[config.mk]
export PLATFORM = sky130hd
export DESIGN_NAME = e1_rx_alarm_change_irq
export DESIGN_NICKNAME = d
export VERILOG_FILES = /design/src/include/e1_rx_alarm_pkg.sv /design/src/core/e1_rx_alarm_change_irq.sv
export SDC_FILE = /design/constraint.sdc
export NUM_CORES = 1
export LEC_CHECK = 0
export ABC_AREA = 1
export BUFFER_PORTS_ARGS = -buffer_cell sky130_fd_sc_hd__buf_2
export CORE_MARGIN = 3
export CORE_UTILIZATION = 41
export DETAILED_ROUTE_END_ITERATION = 10
export PLACE_DENSITY = 0.75
export SYNTH_ARGS = -nofsm -noshare
export SYNTH_HDL_FRONTEND = slang
export SYNTH_SLANG_ARGS = --single-unit
[constraint.sdc]
create_clock -name clk_i -period 1 [get_ports clk_i]
set_input_delay 0.1 -clock clk_i [delete_from_list [all_inputs] [get_ports clk_i]]
set_output_delay 0.1 -clock clk_i [all_outputs]
set_load 0.02 [all_outputs]
[src/include/e1_rx_alarm_pkg.sv]
/*
  register map, bit positions and reset values of the receive alarm change block.
  assumes a 32-bit aligned AXI4-Lite register bus; offsets are byte addresses.
*/
package e1_rx_alarm_pkg;
  localparam logic [7:0] STATUS_OFS = 8'h00;
  localparam logic [7:0] ENABLE_OFS = 8'h04;
  localparam logic [7:0] MASK_OFS = 8'h08;
  localparam int TS16_ALL_ONES_ALARM_STATE_CHG_BIT = 0;
  localparam int CAS_CHG_BIT = 1;
  localparam int CRC_CHG_BIT = 2;
  localparam int LOS_CHG_BIT = 3;
  localparam int TS16_ALL_ONES_ALARM_STATE_STATE_BIT = 4;
  localparam int NUM_SRC = 4;
  localparam logic [3:0] ENABLE_RST = 4'h0;
  localparam logic [3:0] MASK_RST = 4'h0;
  localparam logic [3:0] FLAGS_RST = 4'h0;
  localparam logic [1:0] RESP_OKAY = 2'h0;
  localparam logic [1:0] RESP_SLVERR = 2'h2;
endpackage

[src/core/e1_rx_alarm_change_irq.sv]
/*
  change-flag status, enable and mask registers for four receive e1 alarm
  conditions, reached over AXI4-Lite, with one level interrupt output.
  assumes the condition levels come from the framer on clk_i; they still pass
  two flip-flops since their source may sit on another clock.
*/
// Our own choices: the address map and the AXI4-Lite slave port.
module e1_rx_alarm_change_irq #(
  parameter int NSRC = e1_rx_alarm_pkg::NUM_SRC
) (
  input wire logic clk_i,
  input wire logic nrst_i,
  input wire logic rx_signal_loss_i,
  input wire logic crc_multiframe_lock_i,
  input wire logic cas_multiframe_lock_i,
  input wire logic ts16_all_ones_alarm_i,
  input wire logic [7:0] s_axi_awaddr,
  input wire logic s_axi_awvalid,
  output logic s_axi_awready,
  input wire logic [31:0] s_axi_wdata,
  input wire logic [3:0] s_axi_wstrb,
  input wire logic s_axi_wvalid,
  output logic s_axi_wready,
  output logic [1:0] s_axi_bresp,
  output logic s_axi_bvalid,
  input wire logic s_axi_bready,
  input wire logic [7:0] s_axi_araddr,
  input wire logic s_axi_arvalid,
  output logic s_axi_arready,
  output logic [31:0] s_axi_rdata,
  output logic [1:0] s_axi_rresp,
  output logic s_axi_rvalid,
  input wire logic s_axi_rready,
  output logic irq_o
);
  logic [NSRC-1:0] cond_raw;
  logic [NSRC-1:0] sync1_r;
  logic [NSRC-1:0] sync2_r;
  logic [NSRC-1:0] prev_r;
  logic [NSRC-1:0] change;
  logic [NSRC-1:0] flags_r;
  logic [NSRC-1:0] flags_nxt;
  logic [NSRC-1:0] enable_n_r;
  logic [NSRC-1:0] mask_r;
  logic [7:0] awaddr_r;
  logic aw_have_r;
  logic [31:0] wdata_r;
  logic w_have_r;
  logic wlane0_r;
  logic do_write;
  logic do_read;
  logic status_read;
  logic [31:0] rdata_nxt;
  logic [1:0] rresp_nxt;

  assign cond_raw = {rx_signal_loss_i, crc_multiframe_lock_i, cas_multiframe_lock_i, ts16_all_ones_alarm_i};

  always_ff @(posedge clk_i or negedge nrst_i)
  begin
    if (!nrst_i)
    begin
      sync1_r <= '0;
      sync2_r <= '0;
      prev_r <= '0;
    end
    else
    begin
      sync1_r <= cond_raw;
      sync2_r <= sync1_r;
      prev_r <= sync2_r;
    end
  end

  // prev_r starts at zero, so a condition already present at release counts as a change
  assign change = sync2_r ^ prev_r;

  assign do_read = s_axi_arvalid && s_axi_arready;
  assign status_read = do_read && (s_axi_araddr[7:2] == e1_rx_alarm_pkg::STATUS_OFS[7:2]);

  generate
    for (genvar i = 0; i < NSRC; i++)
    begin : g_flag
      // a change in the read cycle survives: set wins over clear
      assign flags_nxt[i] = change[i] | (flags_r[i] & ~status_read);
    end
  endgenerate

  always_ff @(posedge clk_i or negedge nrst_i)
  begin
    if (!nrst_i)
      flags_r <= e1_rx_alarm_pkg::FLAGS_RST;
    else
      flags_r <= flags_nxt;
  end

  // write side: address and data captured independently, in either order
  assign do_write = aw_have_r && w_have_r && !s_axi_bvalid;

  always_ff @(posedge clk_i or negedge nrst_i)
  begin
    if (!nrst_i)
    begin
      aw_have_r <= 1'b0;
      awaddr_r <= 8'h00;
      s_axi_awready <= 1'b0;
    end
    else
    begin
      s_axi_awready <= 1'b0;
      if (do_write)
        aw_have_r <= 1'b0;
      else if (s_axi_awvalid && !aw_have_r && !s_axi_awready)
        s_axi_awready <= 1'b1;
      if (s_axi_awvalid && s_axi_awready)
      begin
        aw_have_r <= 1'b1;
        awaddr_r <= s_axi_awaddr;
      end
    end
  end

  always_ff @(posedge clk_i or negedge nrst_i)
  begin
    if (!nrst_i)
    begin
      w_have_r <= 1'b0;
      wdata_r <= 32'h0000_0000;
      wlane0_r <= 1'b0;
      s_axi_wready <= 1'b0;
    end
    else
    begin
      s_axi_wready <= 1'b0;
      if (do_write)
        w_have_r <= 1'b0;
      else if (s_axi_wvalid && !w_have_r && !s_axi_wready)
        s_axi_wready <= 1'b1;
      if (s_axi_wvalid && s_axi_wready)
      begin
        w_have_r <= 1'b1;
        wdata_r <= s_axi_wdata;
        wlane0_r <= s_axi_wstrb[0];
      end
    end
  end

  // only byte lane 0 carries register bits; a write without it is answered but changes nothing
  always_ff @(posedge clk_i or negedge nrst_i)
  begin
    if (!nrst_i)
    begin
      enable_n_r <= e1_rx_alarm_pkg::ENABLE_RST;
      mask_r <= e1_rx_alarm_pkg::MASK_RST;
    end
    else if (do_write && wlane0_r)
    begin
      if (awaddr_r[7:2] == e1_rx_alarm_pkg::ENABLE_OFS[7:2])
        enable_n_r <= wdata_r[NSRC-1:0];
      if (awaddr_r[7:2] == e1_rx_alarm_pkg::MASK_OFS[7:2])
        mask_r <= wdata_r[NSRC-1:0];
    end
  end

  always_ff @(posedge clk_i or negedge nrst_i)
  begin
    if (!nrst_i)
    begin
      s_axi_bvalid <= 1'b0;
      s_axi_bresp <= e1_rx_alarm_pkg::RESP_OKAY;
    end
    else if (do_write)
    begin
      s_axi_bvalid <= 1'b1;
      // status is read-only; writes to it are accepted and ignored
      if (awaddr_r[7:2] == e1_rx_alarm_pkg::STATUS_OFS[7:2] || awaddr_r[7:2] == e1_rx_alarm_pkg::ENABLE_OFS[7:2]
          || awaddr_r[7:2] == e1_rx_alarm_pkg::MASK_OFS[7:2])
        s_axi_bresp <= e1_rx_alarm_pkg::RESP_OKAY;
      else
        s_axi_bresp <= e1_rx_alarm_pkg::RESP_SLVERR;
    end
    else if (s_axi_bready)
      s_axi_bvalid <= 1'b0;
  end

  // read side
  always_comb
  begin
    rdata_nxt = 32'h0000_0000;
    rresp_nxt = e1_rx_alarm_pkg::RESP_OKAY;
    if (s_axi_araddr[7:2] == e1_rx_alarm_pkg::STATUS_OFS[7:2])
    begin
      rdata_nxt[NSRC-1:0] = flags_r;
      rdata_nxt[e1_rx_alarm_pkg::TS16_ALL_ONES_ALARM_STATE_STATE_BIT] = sync2_r[e1_rx_alarm_pkg::TS16_ALL_ONES_ALARM_STATE_CHG_BIT];
    end
    else if (s_axi_araddr[7:2] == e1_rx_alarm_pkg::ENABLE_OFS[7:2])
      rdata_nxt[NSRC-1:0] = enable_n_r;
    else if (s_axi_araddr[7:2] == e1_rx_alarm_pkg::MASK_OFS[7:2])
      rdata_nxt[NSRC-1:0] = mask_r;
    else
      rresp_nxt = e1_rx_alarm_pkg::RESP_SLVERR;
  end

  always_ff @(posedge clk_i or negedge nrst_i)
  begin
    if (!nrst_i)
    begin
      s_axi_arready <= 1'b0;
      s_axi_rvalid <= 1'b0;
      s_axi_rdata <= 32'h0000_0000;
      s_axi_rresp <= e1_rx_alarm_pkg::RESP_OKAY;
    end
    else
    begin
      s_axi_arready <= s_axi_arvalid && !s_axi_arready && !s_axi_rvalid;
      if (do_read)
      begin
        s_axi_rvalid <= 1'b1;
        s_axi_rdata <= rdata_nxt;
        s_axi_rresp <= rresp_nxt;
      end
      else if (s_axi_rready)
        s_axi_rvalid <= 1'b0;
    end
  end

  // enable bits are active low, the mask bits active high (1 = pass)
  // built from flags_nxt so the request rises in the same cycle as the flag it reports
  always_ff @(posedge clk_i or negedge nrst_i)
  begin
    if (!nrst_i)
      irq_o <= 1'b0;
    else
      irq_o <= |(flags_nxt & ~enable_n_r & mask_r);
  end

  // checks watch the synchronised levels; the pins themselves lead them by two cycles
  AST_LOS_EDGE_SETS: assert property (@(posedge clk_i) disable iff (!nrst_i)
    $changed(sync2_r[e1_rx_alarm_pkg::LOS_CHG_BIT]) |=> flags_r[e1_rx_alarm_pkg::LOS_CHG_BIT])
    else $error("loss flag not set after condition change");
  AST_CRC_EDGE_SETS: assert property (@(posedge clk_i) disable iff (!nrst_i)
    $changed(sync2_r[e1_rx_alarm_pkg::CRC_CHG_BIT]) |=> flags_r[e1_rx_alarm_pkg::CRC_CHG_BIT])
    else $error("crc lock flag not set after change");
  AST_CAS_EDGE_SETS: assert property (@(posedge clk_i) disable iff (!nrst_i)
    $changed(sync2_r[e1_rx_alarm_pkg::CAS_CHG_BIT]) |=> flags_r[e1_rx_alarm_pkg::CAS_CHG_BIT])
    else $error("cas lock flag not set after change");
  AST_TS16_EDGE_SETS: assert property (@(posedge clk_i) disable iff (!nrst_i)
    $changed(sync2_r[e1_rx_alarm_pkg::TS16_ALL_ONES_ALARM_STATE_CHG_BIT]) |=> flags_r[e1_rx_alarm_pkg::TS16_ALL_ONES_ALARM_STATE_CHG_BIT])
    else $error("ts16 flag not set after alarm change");
  AST_FLAG_CLEARS_ON_READ: assert property (@(posedge clk_i) disable iff (!nrst_i)
    (status_read && change == '0) |=> flags_r == '0)
    else $error("flags not cleared by status read");
  AST_FLAG_HOLDS: assert property (@(posedge clk_i) disable iff (!nrst_i)
    (!status_read) |=> (($past(flags_r) & ~flags_r) == '0))
    else $error("flag dropped without a read");
  AST_FLAG_SETS_ONLY_ON_CHANGE: assert property (@(posedge clk_i) disable iff (!nrst_i)
    (change == '0) |=> ((flags_r & ~$past(flags_r)) == '0))
    else $error("flag set without a condition change");
  AST_STATE_BIT_LIVE: assert property (@(posedge clk_i) disable iff (!nrst_i)
    (status_read) |=> s_axi_rdata[e1_rx_alarm_pkg::TS16_ALL_ONES_ALARM_STATE_STATE_BIT] == $past(sync2_r[0]))
    else $error("ts16 state bit wrong on read");
  AST_DISABLED_NO_IRQ: assert property (@(posedge clk_i) disable iff (!nrst_i)
    (enable_n_r == 4'hF) |=> !irq_o)
    else $error("interrupt with all sources disabled");
  AST_IRQ_OR: assert property (@(posedge clk_i) disable iff (!nrst_i)
    irq_o == |($past(flags_nxt) & ~$past(enable_n_r) & $past(mask_r)))
    else $error("interrupt not OR of enabled flags");
  AST_ENABLE_WRITE: assert property (@(posedge clk_i) disable iff (!nrst_i)
    (do_write && wlane0_r && awaddr_r[7:2] == e1_rx_alarm_pkg::ENABLE_OFS[7:2]) |=> enable_n_r == $past(wdata_r[3:0]))
    else $error("enable register not written");
  AST_IRQ_DROPS_AFTER_READ: assert property (@(posedge clk_i) disable iff (!nrst_i)
    (status_read && change == '0) |=> !irq_o)
    else $error("interrupt still high after flags were read");

  // each enable bit must gate its own source only; a miswired bit shows up as a wrong request
  AST_LOS_EN_GATES: assert property (@(posedge clk_i) disable iff (!nrst_i)
    (flags_nxt == 4'h8 && mask_r[3]) |=> irq_o == !$past(enable_n_r[3]))
    else $error("loss enable bit does not gate the interrupt");
  AST_CRC_EN_GATES: assert property (@(posedge clk_i) disable iff (!nrst_i)
    (flags_nxt == 4'h4 && mask_r[2]) |=> irq_o == !$past(enable_n_r[2]))
    else $error("crc enable bit does not gate the interrupt");
  AST_CAS_EN_GATES: assert property (@(posedge clk_i) disable iff (!nrst_i)
    (flags_nxt == 4'h2 && mask_r[1]) |=> irq_o == !$past(enable_n_r[1]))
    else $error("cas enable bit does not gate the interrupt");
  AST_TS16_EN_GATES: assert property (@(posedge clk_i) disable iff (!nrst_i)
    (flags_nxt == 4'h1 && mask_r[0]) |=> irq_o == !$past(enable_n_r[0]))
    else $error("ts16 enable bit does not gate the interrupt");

  COV_LOS_IRQ: cover property (@(posedge clk_i) disable iff (!nrst_i) change[3] ##[1:4] irq_o);
  COV_READ_CLEAR: cover property (@(posedge clk_i) disable iff (!nrst_i) flags_r[2] ##1 status_read ##1 !flags_r[2]);
  COV_SET_ON_READ: cover property (@(posedge clk_i) disable iff (!nrst_i) status_read && change != '0);
  COV_ERR_READ: cover property (@(posedge clk_i) disable iff (!nrst_i) s_axi_rvalid && s_axi_rresp != 2'h0);
  COV_ALL_DISABLED: cover property (@(posedge clk_i) disable iff (!nrst_i) enable_n_r == 4'hF && change != '0);
endmodule

== Word level (Yosys, flattened, before mapping) ==
Cells that the tools add are included.

* Register bits: 54
* Input port bits: 63
* Output and inout bits: 42
* Word-level logic and storage cells: 87

* Eq/ne operators: 4
* Muxes and demuxes: 19
* Bitwise operators: 13
* Reduce and logical (&&, ||, !) cells: 31

{| class="wikitable"
|+ Operators with widths
! kind !! count
|-
| logical AND 1 bit || 13
|-
| equality test 6 x 1 -> 1 bit (second input constant) || 2
|-
| equality test 6 x 2 -> 1 bit (second input constant) || 2
|-
| zero test 6 bit || 2
|-
| two-way mux 1 bit || 12
|-
| two-way mux 4 bit || 3
|-
| AND 4 bit || 2
|-
| two-way mux 2 bit || 4
|-
| nonzero test 2 bit || 4
|-
| zero test 1 bit || 7
|-
| AND 1 bit || 4
|-
| inverter 4 bit || 1
|-
| OR 1 bit || 4
|-
| AND reduction 2 bit || 2
|-
| OR reduction 4 bit || 1
|-
| XOR 4 bit || 1
|-
| logical OR 1 bit || 2
|-
| inverter 1 bit || 1
|}

== Depth between registers and ports, before layout ==
Gate-level depths: netlist of run 1.

* Depth in word-level cells: 8
* Depth in mapped cells: 9
* Mapped depth without buffers: 9

== Worst setup path after synthesis of run 1 ==
Ideal clock, no wire load.

* Kind: register to register
* Start point: reg s_axi_arready
* End point: reg irq_o
* Path buffers: 0
* Path slack: -191 ps
* Clock period less this slack: 1191 ps
* Stages on the path, launching flop included: 10
* Arrival: 1075 ps
* Cells stage by stage: dfrtp_1 -> nand2_2 -> inv_2 -> nand4_4 -> nand2_1 -> nand2_2 -> nand2_1 -> nand2_1 -> inv_1 -> nand2_1

* Longest elaborated chain between the ends: 8
* Elaborated cells on any way between the ends: 14
* Classes of those cells: bitwise: 11; reduce/logical: 3

{| class="wikitable"
|+ Ends and longest elaborated chain
! element !! line !! text
|-
| start: declaration || e1_rx_alarm_change_irq.sv:29 || <nowiki>output logic s_axi_arready,</nowiki>
|-
| start signal: assignment || e1_rx_alarm_change_irq.sv:214 || <nowiki>s_axi_arready <= s_axi_arvalid && !s_axi_arready && !s_axi_rvalid;</nowiki>
|-
| logical AND 1 bit || e1_rx_alarm_change_irq.sv:77 || <nowiki>assign do_read = s_axi_arvalid && s_axi_arready;</nowiki>
|-
| logical AND 1 bit || e1_rx_alarm_change_irq.sv:78 || <nowiki>assign status_read = do_read && (s_axi_araddr[7:2] == e1_rx_alarm_pkg::STATUS_OFS[7:2]);</nowiki>
|-
| inverter 1 bit || e1_rx_alarm_change_irq.sv:84 || <nowiki>assign flags_nxt[i] = change[i] | (flags_r[i] & ~status_read);</nowiki>
|-
| AND 1 bit || e1_rx_alarm_change_irq.sv:84 ||
|-
| OR 1 bit || e1_rx_alarm_change_irq.sv:84 ||
|-
| net flags_nxt[0] || e1_rx_alarm_change_irq.sv:42 || <nowiki>logic [NSRC-1:0] flags_nxt;</nowiki>
|-
| AND 4 bit (2 in series) || e1_rx_alarm_change_irq.sv:233 || <nowiki>irq_o <= |(flags_nxt & ~enable_n_r & mask_r);</nowiki>
|-
| OR reduction 4 bit || e1_rx_alarm_change_irq.sv:233 ||
|-
| end signal: assignment || e1_rx_alarm_change_irq.sv:233 ||
|-
| end: declaration || e1_rx_alarm_change_irq.sv:34 || <nowiki>output logic irq_o</nowiki>
|}

The timed path passes the listed nets, and every way through them passes these cells.
A chain may end at the register's enable or synchronous reset.

== Worst setup path after layout of run 1 ==
* Start point: reg awaddr_r[5]
* End point: reg s_axi_bresp[1]

* Longest elaborated chain between the ends: 4
* Elaborated cells on any way between the ends: 6
* Classes of those cells: eq/ne: 2; mux: 1; reduce/logical: 3

{| class="wikitable"
|+ Ends and longest elaborated chain
! element !! line !! text
|-
| start: declaration || e1_rx_alarm_change_irq.sv:45 || <nowiki>logic [7:0] awaddr_r;</nowiki>
|-
| start signal: assignment || e1_rx_alarm_change_irq.sv:117 || <nowiki>awaddr_r <= s_axi_awaddr;</nowiki>
|-
| equality test 6 x 1 -> 1 bit or zero test 6 bit (tied branches) || e1_rx_alarm_change_irq.sv:175 || <nowiki>if (awaddr_r[7:2] == e1_rx_alarm_pkg::STATUS_OFS[7:2] || awaddr_r[7:2] == e1_rx_alarm_pkg::ENABLE_OFS[7:2]</nowiki>
|-
| logical OR 1 bit || e1_rx_alarm_change_irq.sv:175 ||
|-
| logical OR 1 bit (*) || e1_rx_alarm_change_irq.sv:176 || <nowiki>|| awaddr_r[7:2] == e1_rx_alarm_pkg::MASK_OFS[7:2])</nowiki>
|-
| two-way mux 2 bit (*) || e1_rx_alarm_change_irq.sv:175 ||
|-
| end signal: assignment || e1_rx_alarm_change_irq.sv:169 || <nowiki>s_axi_bresp <= e1_rx_alarm_pkg::RESP_OKAY;</nowiki>
|-
| end signal: assignment || e1_rx_alarm_change_irq.sv:177 || <nowiki>s_axi_bresp <= e1_rx_alarm_pkg::RESP_OKAY;</nowiki>
|-
| end signal: assignment || e1_rx_alarm_change_irq.sv:179 || <nowiki>s_axi_bresp <= e1_rx_alarm_pkg::RESP_SLVERR;</nowiki>
|-
| end: declaration || e1_rx_alarm_change_irq.sv:24 || <nowiki>output logic [1:0] s_axi_bresp,</nowiki>
|}

Mark *: on every way between the ends. The rest lies on a longest branch, timed or not.

==> results.toml, run 1 <==
[clock_network]
clk_path_buf_depth = 2
clock-sinks = 50
clk_latency_ns = 0.30
cts-buffers-inserted = 5
clk_pin_slew_worst_paths_ns = 0.09
cts_tree = "built"
htree_levels = 2
root_buffer = "clkbuf_8"

[die]
ios = 105
core_area_sq_um = 4910
die_x_um = 78.7
die-area_sq_um = 6190
initial_utilization = 0.441
rows = 25
dieHeight_um = 78.7

[min_path]
min_to = "awaddr_r[7]"
hp-start = "s_axi_awaddr[7]"
whs_path_depth = 2
hp-class = "in2reg"

[global_routing]
grt_pass1_vias = 1494
grt_overflow_total = 0
antenna_found_initial = 0
grt_max_degree = 51
grt_pass1_wl_mm = 6.37
grtUsageTotal = 0.130

[power_and_ir_drop]
p_per_area_nw_per_um2 = 2220
combPwrFrac = 0.331
leakage_nw = 1.51
swShare = 0.336
p_int_w = 0.00416
clkPwrFrac = 0.205
ir_worst_vdd_mv = 1.33
switchingPower_w = 0.00211
p_seq_frac = 0.464

[sta]
fin_crit_ns = 1.15
rsz0062_at_grt = "true"
fin_tns_setup_ns = -1.49
fin_ws_ns = -0.151
post-route-period-util = 1.15
hold_viol = 0
whs_ns = 0.0203
fin_skew_ns = 0.00788
max_freq_ghz = 0.869
drv_slew = 0
setup_violations = 21

[worst_setup_path]
required_ns = 1.20
cp_max_fo = 2
crit-reg2reg-launch = "awaddr_r[5]"
startpoint_type = "flip-flop"
crit_chain = "nor2_1, nand2_2, nor2_4, buf_4, buf_4, o31ai_4"
crit_arrival_ns = 1.35
critPathMaxStageDelay_ns = 0.39
path_delay_family = "flip-flops"
cpMostUsedCell = "buf_4"
reg2regPathDepth = 6
setup.worst_path.class = "reg2reg"
cp_slowest_cell = "dfrtp_1"
critPathBufInv = 2
end_kind = "flip-flop"
r2r-end = "s_axi_bresp[1]"
r2r_slack_ns = -0.15

[synthesis]
synth_area_leaders = "dfrtp_1 (58%), buf_4 (10%), nand2_1 (6.2%)"
synth_edf_count = 0
synth.most_common_cell = "dfrtp_1"
netlist_area_sq_um = 2160
seq_area_frac_synth = 0.578
yosys.area.top_type_share = 0.578
synth_top_cell_by_area = "dfrtp_1"
ys_async_sr_fraction = 1.00
avgSynthCellArea_sq_um = 10.3
ys_top_cells_by_count = "dfrtp_1 (50), nand2_1 (36), buf_4 (29)"
ys_types = 25
synth-seq-cells = 50
synth_cells = 211
ys_warn_count = 0
ys.flop_type = "dfrtp_1"

[drt]
vias_per_cell = 4.38
wl_met3_um = 272
totalWireLength_mm = 3.94
drtIter0Drc = 50
drc = 0
highest_layer = "met4"
detail_route.wl_per_cell_um = 11.2
wl_met2_mm = 1.97
wirelength_met1_mm = 1.65
drt-pass1-iter-count = 4
vias = 1540
ant_nets = 0

[placed_design]
place_hpwl_mm = 2.80
routabilityCongestion = 0.757
io_buffers = 40

[layout]
syn_to_final_growth_pct = 30.1
layout.nets = 347
n_fill_cell = 436
antenna_cells = 0
drive_above_1_share = 0.365

[flow_run]
maxCapViolations = 0

[run_status]
violations = "negative setup slack"
status = "finished with violations"
## repair_timing
| item | in CTS | in global routing |
|---|---|---|
| endpoints found under the setup margin | 20 | 33 |
| hold endpoints to repair | 56 | 0 |
| pin swaps | 5 | 4 |
| setup buffers | 5 | 5 |
| hold buffers | 7 | 0 |
| resized for setup | 20 | 9 |
## worst max-delay path by stage
stage | startpoint | end | slack, ns | cells past startpoint
2_1_floorplan | s_axi_bvalid | enable_n_r[0] | -0.10 | 6
3_3_place_gp | awaddr_r[7] | enable_n_r[2] | -0.15 | 6
3_5_place_dp | awaddr_r[7] | enable_n_r[0] | -0.21 | 6
4_1_cts | awaddr_r[5] | mask_r[2] | -0.14 | 6
5_1_grt | awaddr_r[5] | mask_r[0] | -0.23 | 6
6_report | awaddr_r[5] | s_axi_bresp[1] | -0.15 | 6
## final cells by class
class	instances	area, sq um	share of cell area
sequential	50	1250	0.446
multi-input combinational	138	827	0.294
timing repair buffer	68	464	0.165
clock buffer	7	96.3	0.0342
tap	67	83.8	0.0298
inverter	21	81.3	0.0289
clock inverter	1	8.76	0.00311
## worst reg2reg max path, stage by stage, from the launching register on
cell,delay [ns]
dfrtp_1,0.39
nor2_1,0.13
nand2_2,0.11
nor2_4,0.13
buf_4,0.13
buf_4,0.11
o31ai_4,0.06
## power groups by stage
stage / clock, W / sequential, W / combinational (W)
6_report: 0.00128 / 0.00291 / 0.00207
5_1_grt: 0.00143 / 0.00296 / 0.00228
4_1_cts: 0.00131 / 0.00290 / 0.00193
2_1_floorplan: 0 / 0.00300 / 0.00110
3_3_place_gp: 0 / 0.00289 / 0.00162
3_5_place_dp: 0 / 0.00292 / 0.00168
## stage by stage
step,util,total power (W),std cells,instance area (sq um),setup slack (ns)
2_1_floorplan,-,0.00410,239,2330,-0.101
3_3_place_gp,0.505,0.00451,327,2480,-0.146
3_5_place_dp,0.505,0.00460,327,2480,-0.207
4_1_cts,0.559,0.00614,347,2750,-0.139
5_1_grt,0.574,0.00668,352,2820,-0.229
6_report,0.574,0.00627,352,2820,-0.151
## cells by family after synthesis
logic type,synth area share
compound gates,0.0861
xor+xnor,0.0162
buf+inv,0.139
flops,0.578
mux,0.0260
other cells,0.00173
simple gates,0.153
## cells in the final DEF (no fill, tap or decap)
cell           count
a21oi_1            6
a22o_1             1
nor2_2             2
a22oi_1            2
xnor2_1            4
nor2_4             4
nand2_4            3
buf_4             17
nand4_4            1
clkbuf_8           7
o21ai_0            9
inv_1             17
nor3_4             1
conb_1            29
nand2_2            6
nand3_1            3
nor2_1            15
buf_6              5
a22oi_2            2
dlygate4sd3_1      7
dfrtp_1           47
inv_2              3
buf_12             1
o21ai_1            7
buf_2             38
clkinv_4           1
nand4_2            1
o211ai_1           4
nand3_4            2
nand2_1           30
dfrtp_2            3
inv_4              1
mux2_4             5
o31ai_4            1
## layer usage
layer  vias up  GRT usage
met3         6     0.0390
li1        766          -
met4         0     0.0367
met1       717      0.161
met2        51      0.221
met5         -          0
## registers in the layout, summed over array words and instances, names as in the netlist, 4 cells and up
register     flops
awaddr_r         6
s_axi_rdata      5
enable_n_r       4
flags_r          4
mask_r           4
prev_r           4
sync1_r          4
sync2_r          4
wdata_r          4
(Power assumes the default switching activity.)
==> run 2: changes to the inputs <==
--- a/config.mk
+++ b/config.mk
@@ -6,11 +6,12 @@
 export NUM_CORES = 1
 export LEC_CHECK = 0
 export ABC_AREA = 1
-export BUFFER_PORTS_ARGS = -buffer_cell sky130_fd_sc_hd__buf_2
+export BUFFER_PORTS_ARGS = -buffer_cell sky130_fd_sc_hd__buf_4
 export CORE_MARGIN = 3
 export CORE_UTILIZATION = 41
 export DETAILED_ROUTE_END_ITERATION = 10
 export PLACE_DENSITY = 0.75
+export SETUP_SLACK_MARGIN = 0.1
 export SYNTH_ARGS = -nofsm -noshare
 export SYNTH_HDL_FRONTEND = slang
 export SYNTH_SLANG_ARGS = --single-unit
==> run 2 against run 1 <==
  * The flow still finishes with violations (negative setup slack)
  * Hold slack improved by 0.0025 ns
  * Fmax down 2.3%
  * Clock skew is 0.0025 ns lower
  * Critical endpoint is now enable_n_r[2]
  * Largest power group unchanged
==> results.toml, run 2 (synthesized netlist as in run 1, its figures left out) <==
[layout]
drive_above_1_share = 0.439
regMostFlops = "awaddr_r"
multi_input_area_sq_um = 911
largest_register_ffs = 6
layout.cells.non_filler = 356
mostFrequentLayoutCell = "dfrtp_1"
reg_top3 = "awaddr_r x6, s_axi_rdata x5"
fin_util = 0.628
mostFrequentLayoutCells = "dfrtp_1 (46), buf_4 (44), conb_1 (29), nand2_1 (23), buf_6 (18)"
seq_area_sq_um = 1260
antenna_cells = 0
layout.nets = 351
syn_to_final_growth_pct = 42.5
n_fill_cell = 410

[sta]
drv_slew = 0
fin_skew_ns = 0.00533
hold_viol = 0
fin_ws_ns = -0.178
setup_violations = 19
max_freq_ghz = 0.849
fin_tns_setup_ns = -2.13
fin_crit_ns = 1.18
whs_ns = 0.0228
post-route-period-util = 1.18
rsz0062_at_grt = "true"

[run_status]
status = "finished with violations"
violations = "negative setup slack"

[worst_setup_path]
cp_max_fo = 8
startpoint_type = "flip-flop"
crit_chain = "nor2_1, nand2_2, nor2_4, nand3_4, nand2_1, o21ai_1"
end_kind = "flip-flop"
cp_slowest_cell = "dfrtp_1"
reg2regPathDepth = 6
r2r-end = "enable_n_r[2]"
crit_arrival_ns = 1.37
crit-reg2reg-launch = "awaddr_r[7]"
required_ns = 1.19
critPathMaxStageDelay_ns = 0.39
setup.worst_path.class = "reg2reg"
r2r_slack_ns = -0.18
critPathBufInv = 0
path_delay_family = "simple AND/OR/NAND/NOR gates"

[power_and_ir_drop]
ir_worst_vdd_mv = 1.43
leakage_nw = 1.57
fin_total_pwr_w = 0.00644
p_per_area_nw_per_um2 = 2090

[die]
die_x_um = 78.7
initial_utilization = 0.441
rows = 25
dieHeight_um = 78.7
core_area_sq_um = 4910
ios = 105
die-area_sq_um = 6190

[min_path]
hp-start = "s_axi_awaddr[6]"
whs_path_depth = 2
hp-class = "in2reg"
min_to = "awaddr_r[6]"

[global_routing]
antenna_found_initial = 0
grtUsageTotal = 0.141
grt_max_degree = 29
grt_overflow_total = 0
grt_pass1_vias = 1496
grt_pass1_wl_mm = 6.76

[clock_network]
clk_pin_slew_worst_paths_ns = 0.08
clk_path_buf_depth = 2
cts-buffers-inserted = 5
clk_latency_ns = 0.30
root_buffer = "clkbuf_8"
cts_tree = "built"
clock-sinks = 50
htree_levels = 2

[drt]
detail_route.wl_per_cell_um = 12.1
drtIter0Drc = 67
drt-pass1-iter-count = 4
ant_nets = 0
drc = 0
totalWireLength_mm = 4.32
vias = 1563
vias_per_cell = 4.39

[placed_design]
place_inst = 329
io_buffers = 40
place_hpwl_mm = 2.93
routabilityCongestion = 0.766

[flow_run]
maxCapViolations = 0
[run 2: cell types whose count changed in the layout (fill, tap and decap cells not counted), sizes merged]
cell	change
clkinv	-1
clkbuf	+2
buf	+3
[run 2: final cells by class]
type / instances / area share
flip-flops and latches: 50 / 0.407
multi-input cells: 138 / 0.295
repair buffers: 72 / 0.217
inverters: 21 / 0.0280
well taps: 67 / 0.0272
clock buffers: 8 / 0.0260
[run 2: where the power goes]
part	internal (W)	total [W]	leakage, nW	switching [W]
clock	0.000498	0.00111	0.0395	0.000608
combinational	0.00121	0.00238	0.950	0.00117
sequential	0.00257	0.00296	0.586	0.000391
[run 2: worst max path at each step]
stage / depth (start not counted) / start / slack, ns / end
3_5_place_dp: 6 / awaddr_r[5] / -0.15 / mask_r[1]
6_report: 6 / awaddr_r[7] / -0.18 / enable_n_r[2]
4_1_cts: 6 / awaddr_r[7] / -0.16 / enable_n_r[3]
2_1_floorplan: 6 / s_axi_bvalid / -0.10 / mask_r[1]
5_1_grt: 6 / awaddr_r[7] / -0.28 / mask_r[3]
3_3_place_gp: 6 / awaddr_r[7] / -0.14 / mask_r[1]
[run 2: routing by layer]
layer / share of wire / vias to the layer above / track usage / routed length (um)
li1: - / 770 / - / -
met1: 0.37 / 738 / 0.158 / 1590
met2: 0.55 / 47 / 0.245 / 2390
met3: 0.061 / 8 / 0.0528 / 262
met4: 0.019 / 0 / 0.0455 / 82
met5: 0 / - / 0 / 0
[run 2: through the flow]
| step | worst slack, ns | instance area [sq um] |
|---|---|---|
| 2_1_floorplan | -0.100 | 2340 |
| 3_3_place_gp | -0.141 | 2620 |
| 3_5_place_dp | -0.152 | 2620 |
| 4_1_cts | -0.157 | 2930 |
| 5_1_grt | -0.277 | 3090 |
| 6_report | -0.178 | 3090 |
[run 2: what timing repair did]
item,in CTS,in global routing
setup endpoints to repair,35,47
pin swaps,11,9
cloned,0,1
hold endpoints to repair,56,0
buffers inserted,8,5
resized for setup,32,37
hold buffers,7,0
